<file path="src/verilog/icbr_cfg.svh">
// Constants of the serial bit-rate and hold-timing generator.
// Assumes inclusion by bare name from the package and the design module.
`ifndef ICBR_CFG_SVH
`define ICBR_CFG_SVH

// ----------------------------------------------------------------------
// Register map (byte addresses, one aligned word each)
// ----------------------------------------------------------------------
`define ICBR_OFS_DIVIDER   8'h00
`define ICBR_OFS_CONTROL   8'h04
`define ICBR_OFS_STATUS    8'h08
`define ICBR_ADDR_MSB      7
`define ICBR_DIVIDER_RST   8'h00

// ----------------------------------------------------------------------
// Field positions
// ----------------------------------------------------------------------
`define ICBR_RATE_MULTIPLIER_SELECT_HI       7
`define ICBR_RATE_MULTIPLIER_SELECT_LO       6
`define ICBR_ICR_HI        5
`define ICBR_ICR_LO        0
`define ICBR_CTL_START     0
`define ICBR_CTL_STOP      1
`define ICBR_CTL_BIT       2
`define ICBR_CTL_VALUE     3
`define ICBR_ST_BUSY       0
`define ICBR_ST_BUS_BUSY   1
`define ICBR_ST_REFUSED    2
`define ICBR_ST_RX_BIT     3
`define ICBR_ST_BAD_RATE_MULTIPLIER_SELECT   4

// ----------------------------------------------------------------------
// Multiplier codes and timing widths
// ----------------------------------------------------------------------
`define ICBR_RATE_MULTIPLIER_SELECT_X1       2'h0
`define ICBR_RATE_MULTIPLIER_SELECT_X2       2'h1
`define ICBR_RATE_MULTIPLIER_SELECT_X4       2'h2
`define ICBR_RATE_MULTIPLIER_SELECT_RSVD     2'h3
`define ICBR_CNT_W         12
`define ICBR_PRE_W         2
`define ICBR_HTRANS_NONSEQ 2'h2

`endif

</file>
<file path="src/verilog/icbr_pkg.sv">
// Types shared by the bit-rate and hold-timing generator.
// Assumes icbr_cfg.svh on the include path.
`include "icbr_cfg.svh"

package icbr_pkg;

    // One row of the clock-rate table, counts in multiplier ticks
    typedef struct packed {
        logic [`ICBR_CNT_W-1:0] divider;
        logic [`ICBR_CNT_W-1:0] sda_hold;
        logic [`ICBR_CNT_W-1:0] start_hold;
        logic [`ICBR_CNT_W-1:0] stop_hold;
    } icbr_timing_t;

    typedef enum logic [2:0] {
        ICBR_IDLE,
        ICBR_START_HOLD,
        ICBR_HELD,
        ICBR_BIT_LOW,
        ICBR_BIT_HIGH,
        ICBR_STOP_LOW,
        ICBR_STOP_HOLD
    } icbr_state_t;

endpackage

</file>
<file path="src/verilog/icbr_timing.sv">
// Bit-rate and hold-timing generator with its AHB-Lite register slave.
// Assumes open-drain serial pins resolved outside; pin inputs are async.
//
// The placing of the registers and register access over AHB-Lite were chosen for this implementation.
`include "icbr_cfg.svh"

// Summary of operation
// - Top two divider bits pick factor 1, 2 or 4; code 11 reserved.
// - Low six divider bits index divider and three hold values.
// - Bit rate is bus clock over multiplier times selected divider.
// - Data stays put for bus period x multiplier x data-hold after clock falls.
// - After start, wait period x multiplier x start-hold, then clock low.
// - For stop, clock rises, wait stop-hold time, then data rises.
// - Start is data falling while clock high, only when bus is free.
module icbr_timing
    import icbr_pkg::*;
(
    input  wire logic        hclk,
    input  wire logic        hresetn,
    input  wire logic        hsel,
    input  wire logic [31:0] haddr,
    input  wire logic [1:0]  htrans,
    input  wire logic        hwrite,
    input  wire logic [2:0]  hsize,
    input  wire logic [31:0] hwdata,
    input  wire logic        hready,
    output logic      [31:0] hrdata,
    output logic             hreadyout,
    output logic             hresp,
    input  wire logic        scl_in,
    output logic             scl_out,
    output logic             scl_oe,
    input  wire logic        sda_in,
    output logic             sda_out,
    output logic             sda_oe
);

    // ------------------------------------------------------------------
    // Clock-rate table
    // ------------------------------------------------------------------
    // Known rows are fixed; the rest follow a linear fill until the full
    // table is loaded here.
    function automatic icbr_timing_t rate_row(input logic [5:0] clock_rate_index);
        icbr_timing_t r;
        r.divider    = 12'h014 + {4'h0, clock_rate_index, 2'b00};
        r.sda_hold   = r.divider >> 2;
        r.start_hold = (r.divider >> 1) - 12'h004;
        r.stop_hold  = (r.divider >> 1) + 12'h001;
        unique case (clock_rate_index)
            6'h00:   r = '{12'h014, 12'h007, 12'h006, 12'h00b};
            6'h07:   r = '{12'h028, 12'h00a, 12'h010, 12'h015};
            6'h0b:   r = '{12'h028, 12'h009, 12'h010, 12'h015};
            6'h14:   r = '{12'h050, 12'h011, 12'h022, 12'h029};
            6'h18:   r = '{12'h050, 12'h009, 12'h026, 12'h029};
            default: r = r;
        endcase
        return r;
    endfunction

    // ------------------------------------------------------------------
    // Registers and bus slave
    // ------------------------------------------------------------------
    logic [7:0]               serial_clock_divider;
    logic                     wr_pend;
    logic [`ICBR_ADDR_MSB:0]  wr_addr;
    logic                     cmd_start;
    logic                     cmd_stop;
    logic                     cmd_bit;
    logic                     cmd_value;
    logic                     refused;
    logic                     rx_bit;
    logic                     bus_busy;
    icbr_state_t              state;
    logic                     addr_ok;
    logic                     ctl_wr;

    assign addr_ok = hsel && hready && htrans[1];
    assign ctl_wr  = wr_pend && (wr_addr == `ICBR_OFS_CONTROL);

    // Slave holds hreadyout low in reset and high from the first clock after; always answers OKAY
    always_ff @(posedge hclk or negedge hresetn) begin
        if (!hresetn) begin
            hreadyout <= 1'b0;
            hresp     <= 1'b0;
        end else begin
            hreadyout <= 1'b1;
            hresp     <= 1'b0;
        end
    end

    // Address phase capture for writes
    always_ff @(posedge hclk or negedge hresetn) begin
        if (!hresetn) begin
            wr_pend <= 1'b0;
            wr_addr <= '0;
        end else begin
            wr_pend <= addr_ok && hwrite;
            wr_addr <= haddr[`ICBR_ADDR_MSB:0];
        end
    end

    // Read data registered in the address phase; unmapped reads zero
    always_ff @(posedge hclk or negedge hresetn) begin
        if (!hresetn) begin
            hrdata <= '0;
        end else if (addr_ok && !hwrite) begin
            unique case (haddr[`ICBR_ADDR_MSB:0])
                `ICBR_OFS_DIVIDER: hrdata <= {24'h0, serial_clock_divider};
                `ICBR_OFS_STATUS:  hrdata <= {27'h0,
                    serial_clock_divider[`ICBR_RATE_MULTIPLIER_SELECT_HI:`ICBR_RATE_MULTIPLIER_SELECT_LO] == `ICBR_RATE_MULTIPLIER_SELECT_RSVD,
                    rx_bit, refused, bus_busy, state != ICBR_IDLE && state != ICBR_HELD};
                default:           hrdata <= '0;
            endcase
        end
    end

    // Divider register written in the data phase
    always_ff @(posedge hclk or negedge hresetn) begin
        if (!hresetn) begin
            serial_clock_divider <= `ICBR_DIVIDER_RST;
        end else if (wr_pend && wr_addr == `ICBR_OFS_DIVIDER) begin
            serial_clock_divider <= hwdata[7:0];
        end
    end

    // Command strobes, one cycle each; cmd_value copies hwdata every cycle
    always_ff @(posedge hclk or negedge hresetn) begin
        if (!hresetn) begin
            cmd_start <= 1'b0;
            cmd_stop  <= 1'b0;
            cmd_bit   <= 1'b0;
            cmd_value <= 1'b0;
        end else begin
            cmd_start <= ctl_wr && hwdata[`ICBR_CTL_START];
            cmd_stop  <= ctl_wr && hwdata[`ICBR_CTL_STOP];
            cmd_bit   <= ctl_wr && hwdata[`ICBR_CTL_BIT];
            cmd_value <= hwdata[`ICBR_CTL_VALUE];
        end
    end

    // ------------------------------------------------------------------
    // Pin synchronisers and bus-free tracking
    // ------------------------------------------------------------------
    logic [1:0] scl_sync;
    logic [1:0] sda_sync;
    logic       sda_prev;

    always_ff @(posedge hclk or negedge hresetn) begin
        if (!hresetn) begin
            scl_sync <= 2'b11;
            sda_sync <= 2'b11;
            sda_prev <= 1'b1;
        end else begin
            scl_sync <= {scl_sync[0], scl_in};
            sda_sync <= {sda_sync[0], sda_in};
            sda_prev <= sda_sync[1];
        end
    end

    // Start seen on the wire marks busy, stop frees it
    always_ff @(posedge hclk or negedge hresetn) begin
        if (!hresetn) begin
            bus_busy <= 1'b0;
        end else if (scl_sync[1] && sda_prev && !sda_sync[1]) begin
            bus_busy <= 1'b1;
        end else if (scl_sync[1] && !sda_prev && sda_sync[1]) begin
            bus_busy <= 1'b0;
        end
    end

    // ------------------------------------------------------------------
    // Multiplier prescaler
    // ------------------------------------------------------------------
    logic [`ICBR_PRE_W-1:0] pre_cnt;
    logic [`ICBR_PRE_W-1:0] pre_top;
    logic                   tick;
    icbr_timing_t           row;

    // Reserved code runs as factor 4 so timing stays slow and safe
    always_comb begin
        unique case (serial_clock_divider[`ICBR_RATE_MULTIPLIER_SELECT_HI:`ICBR_RATE_MULTIPLIER_SELECT_LO])
            `ICBR_RATE_MULTIPLIER_SELECT_X1: pre_top = 2'h0;
            `ICBR_RATE_MULTIPLIER_SELECT_X2: pre_top = 2'h1;
            default:       pre_top = 2'h3;
        endcase
    end

    assign tick = (pre_cnt == pre_top);
    assign row  = rate_row(serial_clock_divider[`ICBR_ICR_HI:`ICBR_ICR_LO]);

    always_ff @(posedge hclk or negedge hresetn) begin
        if (!hresetn) begin
            pre_cnt <= '0;
        end else if (tick || state == ICBR_IDLE || state == ICBR_HELD) begin
            pre_cnt <= '0;
        end else begin
            pre_cnt <= pre_cnt + 2'h1;
        end
    end

    // ------------------------------------------------------------------
    // Serial sequencer
    // ------------------------------------------------------------------
    logic [`ICBR_CNT_W-1:0] cnt;
    logic [`ICBR_CNT_W-1:0] half;
    logic                   bit_value;
    logic                   refuse;

    assign half   = row.divider >> 1;
    assign refuse = cmd_start && (bus_busy || state != ICBR_IDLE);

    // Tick counter spans both clock halves; cleared only while parked
    always_ff @(posedge hclk or negedge hresetn) begin
        if (!hresetn) begin
            cnt <= '0;
        end else if (state == ICBR_IDLE || state == ICBR_HELD) begin
            cnt <= '0;
        end else if (tick) begin
            cnt <= cnt + 12'h001;
        end
    end

    always_ff @(posedge hclk or negedge hresetn) begin
        if (!hresetn) begin
            state     <= ICBR_IDLE;
            scl_oe    <= 1'b0;
            sda_oe    <= 1'b0;
            bit_value <= 1'b1;
            rx_bit    <= 1'b0;
        end else begin
            unique case (state)
                ICBR_IDLE: if (cmd_start && !refuse) begin
                    sda_oe <= 1'b1;
                    state  <= ICBR_START_HOLD;
                end
                ICBR_START_HOLD: if (tick && cnt == row.start_hold - 12'h001) begin
                    scl_oe <= 1'b1;
                    state  <= ICBR_HELD;
                end
                ICBR_HELD: if (cmd_bit) begin
                    bit_value <= cmd_value;
                    state     <= ICBR_BIT_LOW;
                end else if (cmd_stop) begin
                    state <= ICBR_STOP_LOW;
                end
                ICBR_BIT_LOW: if (tick) begin
                    if (cnt == row.sda_hold - 12'h001) begin
                        sda_oe <= !bit_value;
                    end
                    if (cnt == half - 12'h001) begin
                        scl_oe <= 1'b0;
                        state  <= ICBR_BIT_HIGH;
                    end
                end
                ICBR_BIT_HIGH: if (tick && cnt == row.divider - 12'h001) begin
                    rx_bit <= sda_sync[1];
                    scl_oe <= 1'b1;
                    state  <= ICBR_HELD;
                end
                ICBR_STOP_LOW: if (tick) begin
                    if (cnt == row.sda_hold - 12'h001) begin
                        sda_oe <= 1'b1;
                    end
                    if (cnt == half - 12'h001) begin
                        scl_oe <= 1'b0;
                        state  <= ICBR_STOP_HOLD;
                    end
                end
                ICBR_STOP_HOLD: if (tick && cnt == half + row.stop_hold - 12'h001) begin
                    sda_oe <= 1'b0;
                    state  <= ICBR_IDLE;
                end
            endcase
        end
    end

    // Refused start is sticky; a new refusal wins over the clear
    always_ff @(posedge hclk or negedge hresetn) begin
        if (!hresetn) begin
            refused <= 1'b0;
        end else if (refuse) begin
            refused <= 1'b1;
        end else if (wr_pend && wr_addr == `ICBR_OFS_STATUS && hwdata[`ICBR_ST_REFUSED]) begin
            refused <= 1'b0;
        end
    end

    // Open-drain pins only ever drive low
    always_ff @(posedge hclk or negedge hresetn) begin
        if (!hresetn) begin
            scl_out <= 1'b0;
            sda_out <= 1'b0;
        end else begin
            scl_out <= 1'b0;
            sda_out <= 1'b0;
        end
    end

endmodule // icbr_timing

</file>
<file path="config.mk">
export PLATFORM = sky130hd
export DESIGN_NAME = icbr_timing
export DESIGN_NICKNAME = d
export VERILOG_FILES = /design/src/verilog/icbr_pkg.sv /design/src/verilog/icbr_timing.sv
export VERILOG_INCLUDE_DIRS = /design/src /design/src/verilog
export SDC_FILE = /design/constraint.sdc
export NUM_CORES = 1
export LEC_CHECK = 0
export BUFFER_PORTS_ARGS = -buffer_cell sky130_fd_sc_hd__buf_2
export CAP_MARGIN = 20
export CORE_ASPECT_RATIO = 0.7
export CORE_MARGIN = 2
export CORE_UTILIZATION = 41
export DETAILED_ROUTE_END_ITERATION = 12
export PLACE_DENSITY_LB_ADDON = 0.1
export SYNTH_ARGS = -nofsm -noshare
export SYNTH_HDL_FRONTEND = slang
export SYNTH_SLANG_ARGS = --single-unit
</file>
<file path="constraint.sdc">
create_clock -name hclk -period 9.1 [get_ports hclk]
set_clock_uncertainty 0.2 [all_clocks]
set_input_delay 0.91 -clock hclk [delete_from_list [all_inputs] [get_ports hclk]]
set_output_delay 0.91 -clock hclk [all_outputs]
set_load 0.05 [all_outputs]
</file>
==> flow_summary.yaml <==
setup_path:
  cpMostUsedCell: "ha_1"
  cp_slowest_stage_delay_ps: 930
  cp_cell_sequence: "ha_1 > nor4b_2 > o21ai_0 > ha_1 > o2111a_1 > and2_1 > a21oi_1 > nor3_1 > o31a_1 > or4_4 > a211o_1 > or4_1 > o21ai_1"
  startpoint_type: "register"
  cp.required_ps: 9160
  end_kind: "register"
  path_buf_inv: 0
  critical_path_class: "register to register"
  critPathArrivalTime_ps: 5570
  cp_slowest_cell: "nor4b_2"
  crit_family: "simple AND/OR/NAND/NOR gates"
  cp_max_fo: 19
timing:
  max_freq_mhz: 182
  finalCritPeriodShare: 0.605
  setup_viol: 0
  final_hold_viol_count: 0
  rsz0062_at_grt: "no"
  slew_headroom: 0.329
  fin_crit_ps: 5510
  maxSlewViolCount: 0
  worst_slew_pin_slew_ps: 1000
  tns_ps: 0
drt:
  drt_iter0_drc: 397
  drc: 0
  ant_nets: 0
  viasPerCell: 5.85
  dr_total_vias: 4277
  firstDrtPassIters: 5
  wl_mm: 13.6
  wl_per_cell_um: 18.6
clocking:
  worstSkewPairLatency_ps: 340
  cts_tree: "yes"
  cts.path.max_buffers: 2
  cts_max_level: 3
  path_clk_slew_ps: 50
  postCtsHoldBufs: 0
  root_buffer: "clkbuf_16"
  ctsResizeCount: 0
  post_cts_buffers: 0
  numClockSinks: 58
  cts_buffers: 9
grt:
  grt_start_max_net_pins: 59
  grt_pass1_vias: 3979
  antenna_found_initial: 1
  overflow: 0
  track_usage: 0.231
  grt_pass1_wl_mm: 22.1
finish:
  fillerInstances: 1123
  area_growth_pct: 9.69
  fin_nets: 653
  final_cells: 731
  n_antenna_cell: 0
  drive_above_1_share: 0.176
  fin_util: 0.458
floorplan:
  rows: 33
  dieHeight_um: 94.9
  core-area_mm2: 0.0116
  start_util: 0.417
  dieArea_mm2: 0.0127
  fp.dieW_um: 134
  ios: 114
power_and_ir_drop:
  power_leakage_nw: 2.23
  ir_drop_uv: 111
  total_power_uw: 769
  power_density_mw_per_mm2: 145
placement:
  dp_cells: 715
  dp_hpwl_mm: 10.1
  gp_congestion: 0.990
  io_buffers: 34
yosys:
  seq_area_frac_synth: 0.301
  yosysWarnings: 0
  synth_ff_type: "dfrtp_1"
  synth.most_common_cell: "dfrtp_1"
  synth_top_area_cell: "dfrtp_1"
  synth_area_leaders: "dfrtp_1 (27%), xnor2_1 (7.2%), buf_4 (5.0%), nor2_1 (3.6%), dfstp_2 (3.3%)"
  avgSynthCellArea_um2: 8.80
  netlist_instances: 550
  synthArstFlopShare: 1.00
  ys_types: 97
  synth_common_cells: "dfrtp_1 (52), nor2_1 (46), xnor2_1 (40)"
  yosysTopAreaCellShare: 0.269
  synth_edf_count: 0
  synth-seq-cells: 58
  synth_area_mm2: 0.00484
run:
  drv_cap: 0
status:
  status: "finished, final reports clean"
hold_path:
  hp-class: "register to register"
## worst paths after layout
path	start	to	slack [ps]	cells past startpoint
worst max-delay path	serial_clock_divider[0]	state[2]	3590	13
worst min-delay path	scl_sync[0]	scl_sync[1]	150	0
worst max register to register	serial_clock_divider[0]	state[2]	3590	13
worst min register to register	scl_sync[0]	scl_sync[1]	150	0
max in group asynchronous	hresetn	wr_addr[7]	7690	2
min in group asynchronous	hresetn	wr_addr[1]	510	2
## cell type report
class	count	area, um^2	area share
Multi-Input combinational cell	442	3040	0.573
Sequential cell	58	1460	0.275
Clock buffer	10	239	0.0450
Timing Repair Buffer	41	223	0.0419
Tap cell	157	196	0.0370
Clock inverter	6	88.8	0.0167
Inverter	17	63.8	0.0120
## metrics by stage
stage | cell area (um^2) | setup WS (ps) | hold slack (ps)
final | 5310 | 3590 | 154
after detailed placement | 4980 | 3770 | 148
after CTS | 5310 | 3760 | 156
after floorplan | 4940 | 4480 | 145
after global placement | 4980 | 3750 | 147
after global routing | 5310 | 3210 | 162
## state kept, by name (all words and copies together), names as in the netlist, 2 cells and up
register and count:
state 3, serial_clock_divider 8, wr_addr 8, pre_cnt 2, scl_sync 2, sda_sync 2
cnt 12, hrdata 8
## where the power goes
part           switching [mW]  internal [mW]
Combinational          0.0825         0.0381
Clock                   0.134          0.248
Sequential            0.00315          0.264
## worst register-to-register path, stage by stage (launching register included)
cell and delay [ps]:
dfrtp_1 670, ha_1 750, nor4b_2 930, o21ai_0 200
ha_1 310, o2111a_1 190, and2_1 200, a21oi_1 160
nor3_1 60, o31a_1 280, or4_4 540, a211o_1 340
or4_1 520, o21ai_1 90
## cells by family (layout without fill, tap and decap cells)
| group | count (synthesis) | in the layout | share of synthesized area |
|---|---|---|---|
| muxes | 17 | 17 | 0.0395 |
| adders and majority gates | 9 | 9 | 0.0227 |
| and+or+nand+nor | 211 | 211 | 0.243 |
| DFF | 58 | 58 | 0.301 |
| other | 2 | 28 | 0.00155 |
| xor gates and xnor gates | 53 | 53 | 0.103 |
| AOI/OAI and AO/OA | 124 | 124 | 0.198 |
| buffers and inverters | 76 | 74 | 0.0907 |
## per-layer routing
metal,vias to the layer above,wire length [um],GRT usage
li1,1981,-,-
met1,2088,6770,0.346
met2,188,5490,0.319
met3,18,1200,0.0676
met4,2,151,0.0567
met5,-,13,0
## placed cells by master (no fill, tap or decap), types with 7 or more instances in the layout
| master | synthesis | final |
|---|---|---|
| buf_4 | 32 | 7 |
| nand2_1 | 38 | 38 |
| nor2b_1 | 7 | 7 |
| nor4_1 | 8 | 8 |
| and2_1 | 15 | 15 |
| o211ai_1 | 7 | 7 |
| inv_1 | 15 | 15 |
| clkbuf_16 | 0 | 9 |
| nor3_1 | 21 | 21 |
| ha_1 | 8 | 8 |
| o21ai_0 | 29 | 29 |
| mux2_2 | 7 | 7 |
| nand3_1 | 17 | 17 |
| mux2i_1 | 9 | 9 |
| xnor2_1 | 40 | 40 |
| nand4_1 | 10 | 10 |
| dfrtp_1 | 52 | 52 |
| a21oi_1 | 13 | 13 |
| conb_1 | 2 | 28 |
| buf_2 | 3 | 34 |
| nor2_1 | 46 | 46 |
| xor2_1 | 9 | 9 |
No activity file was read; power rests on OpenSTA's default activity.
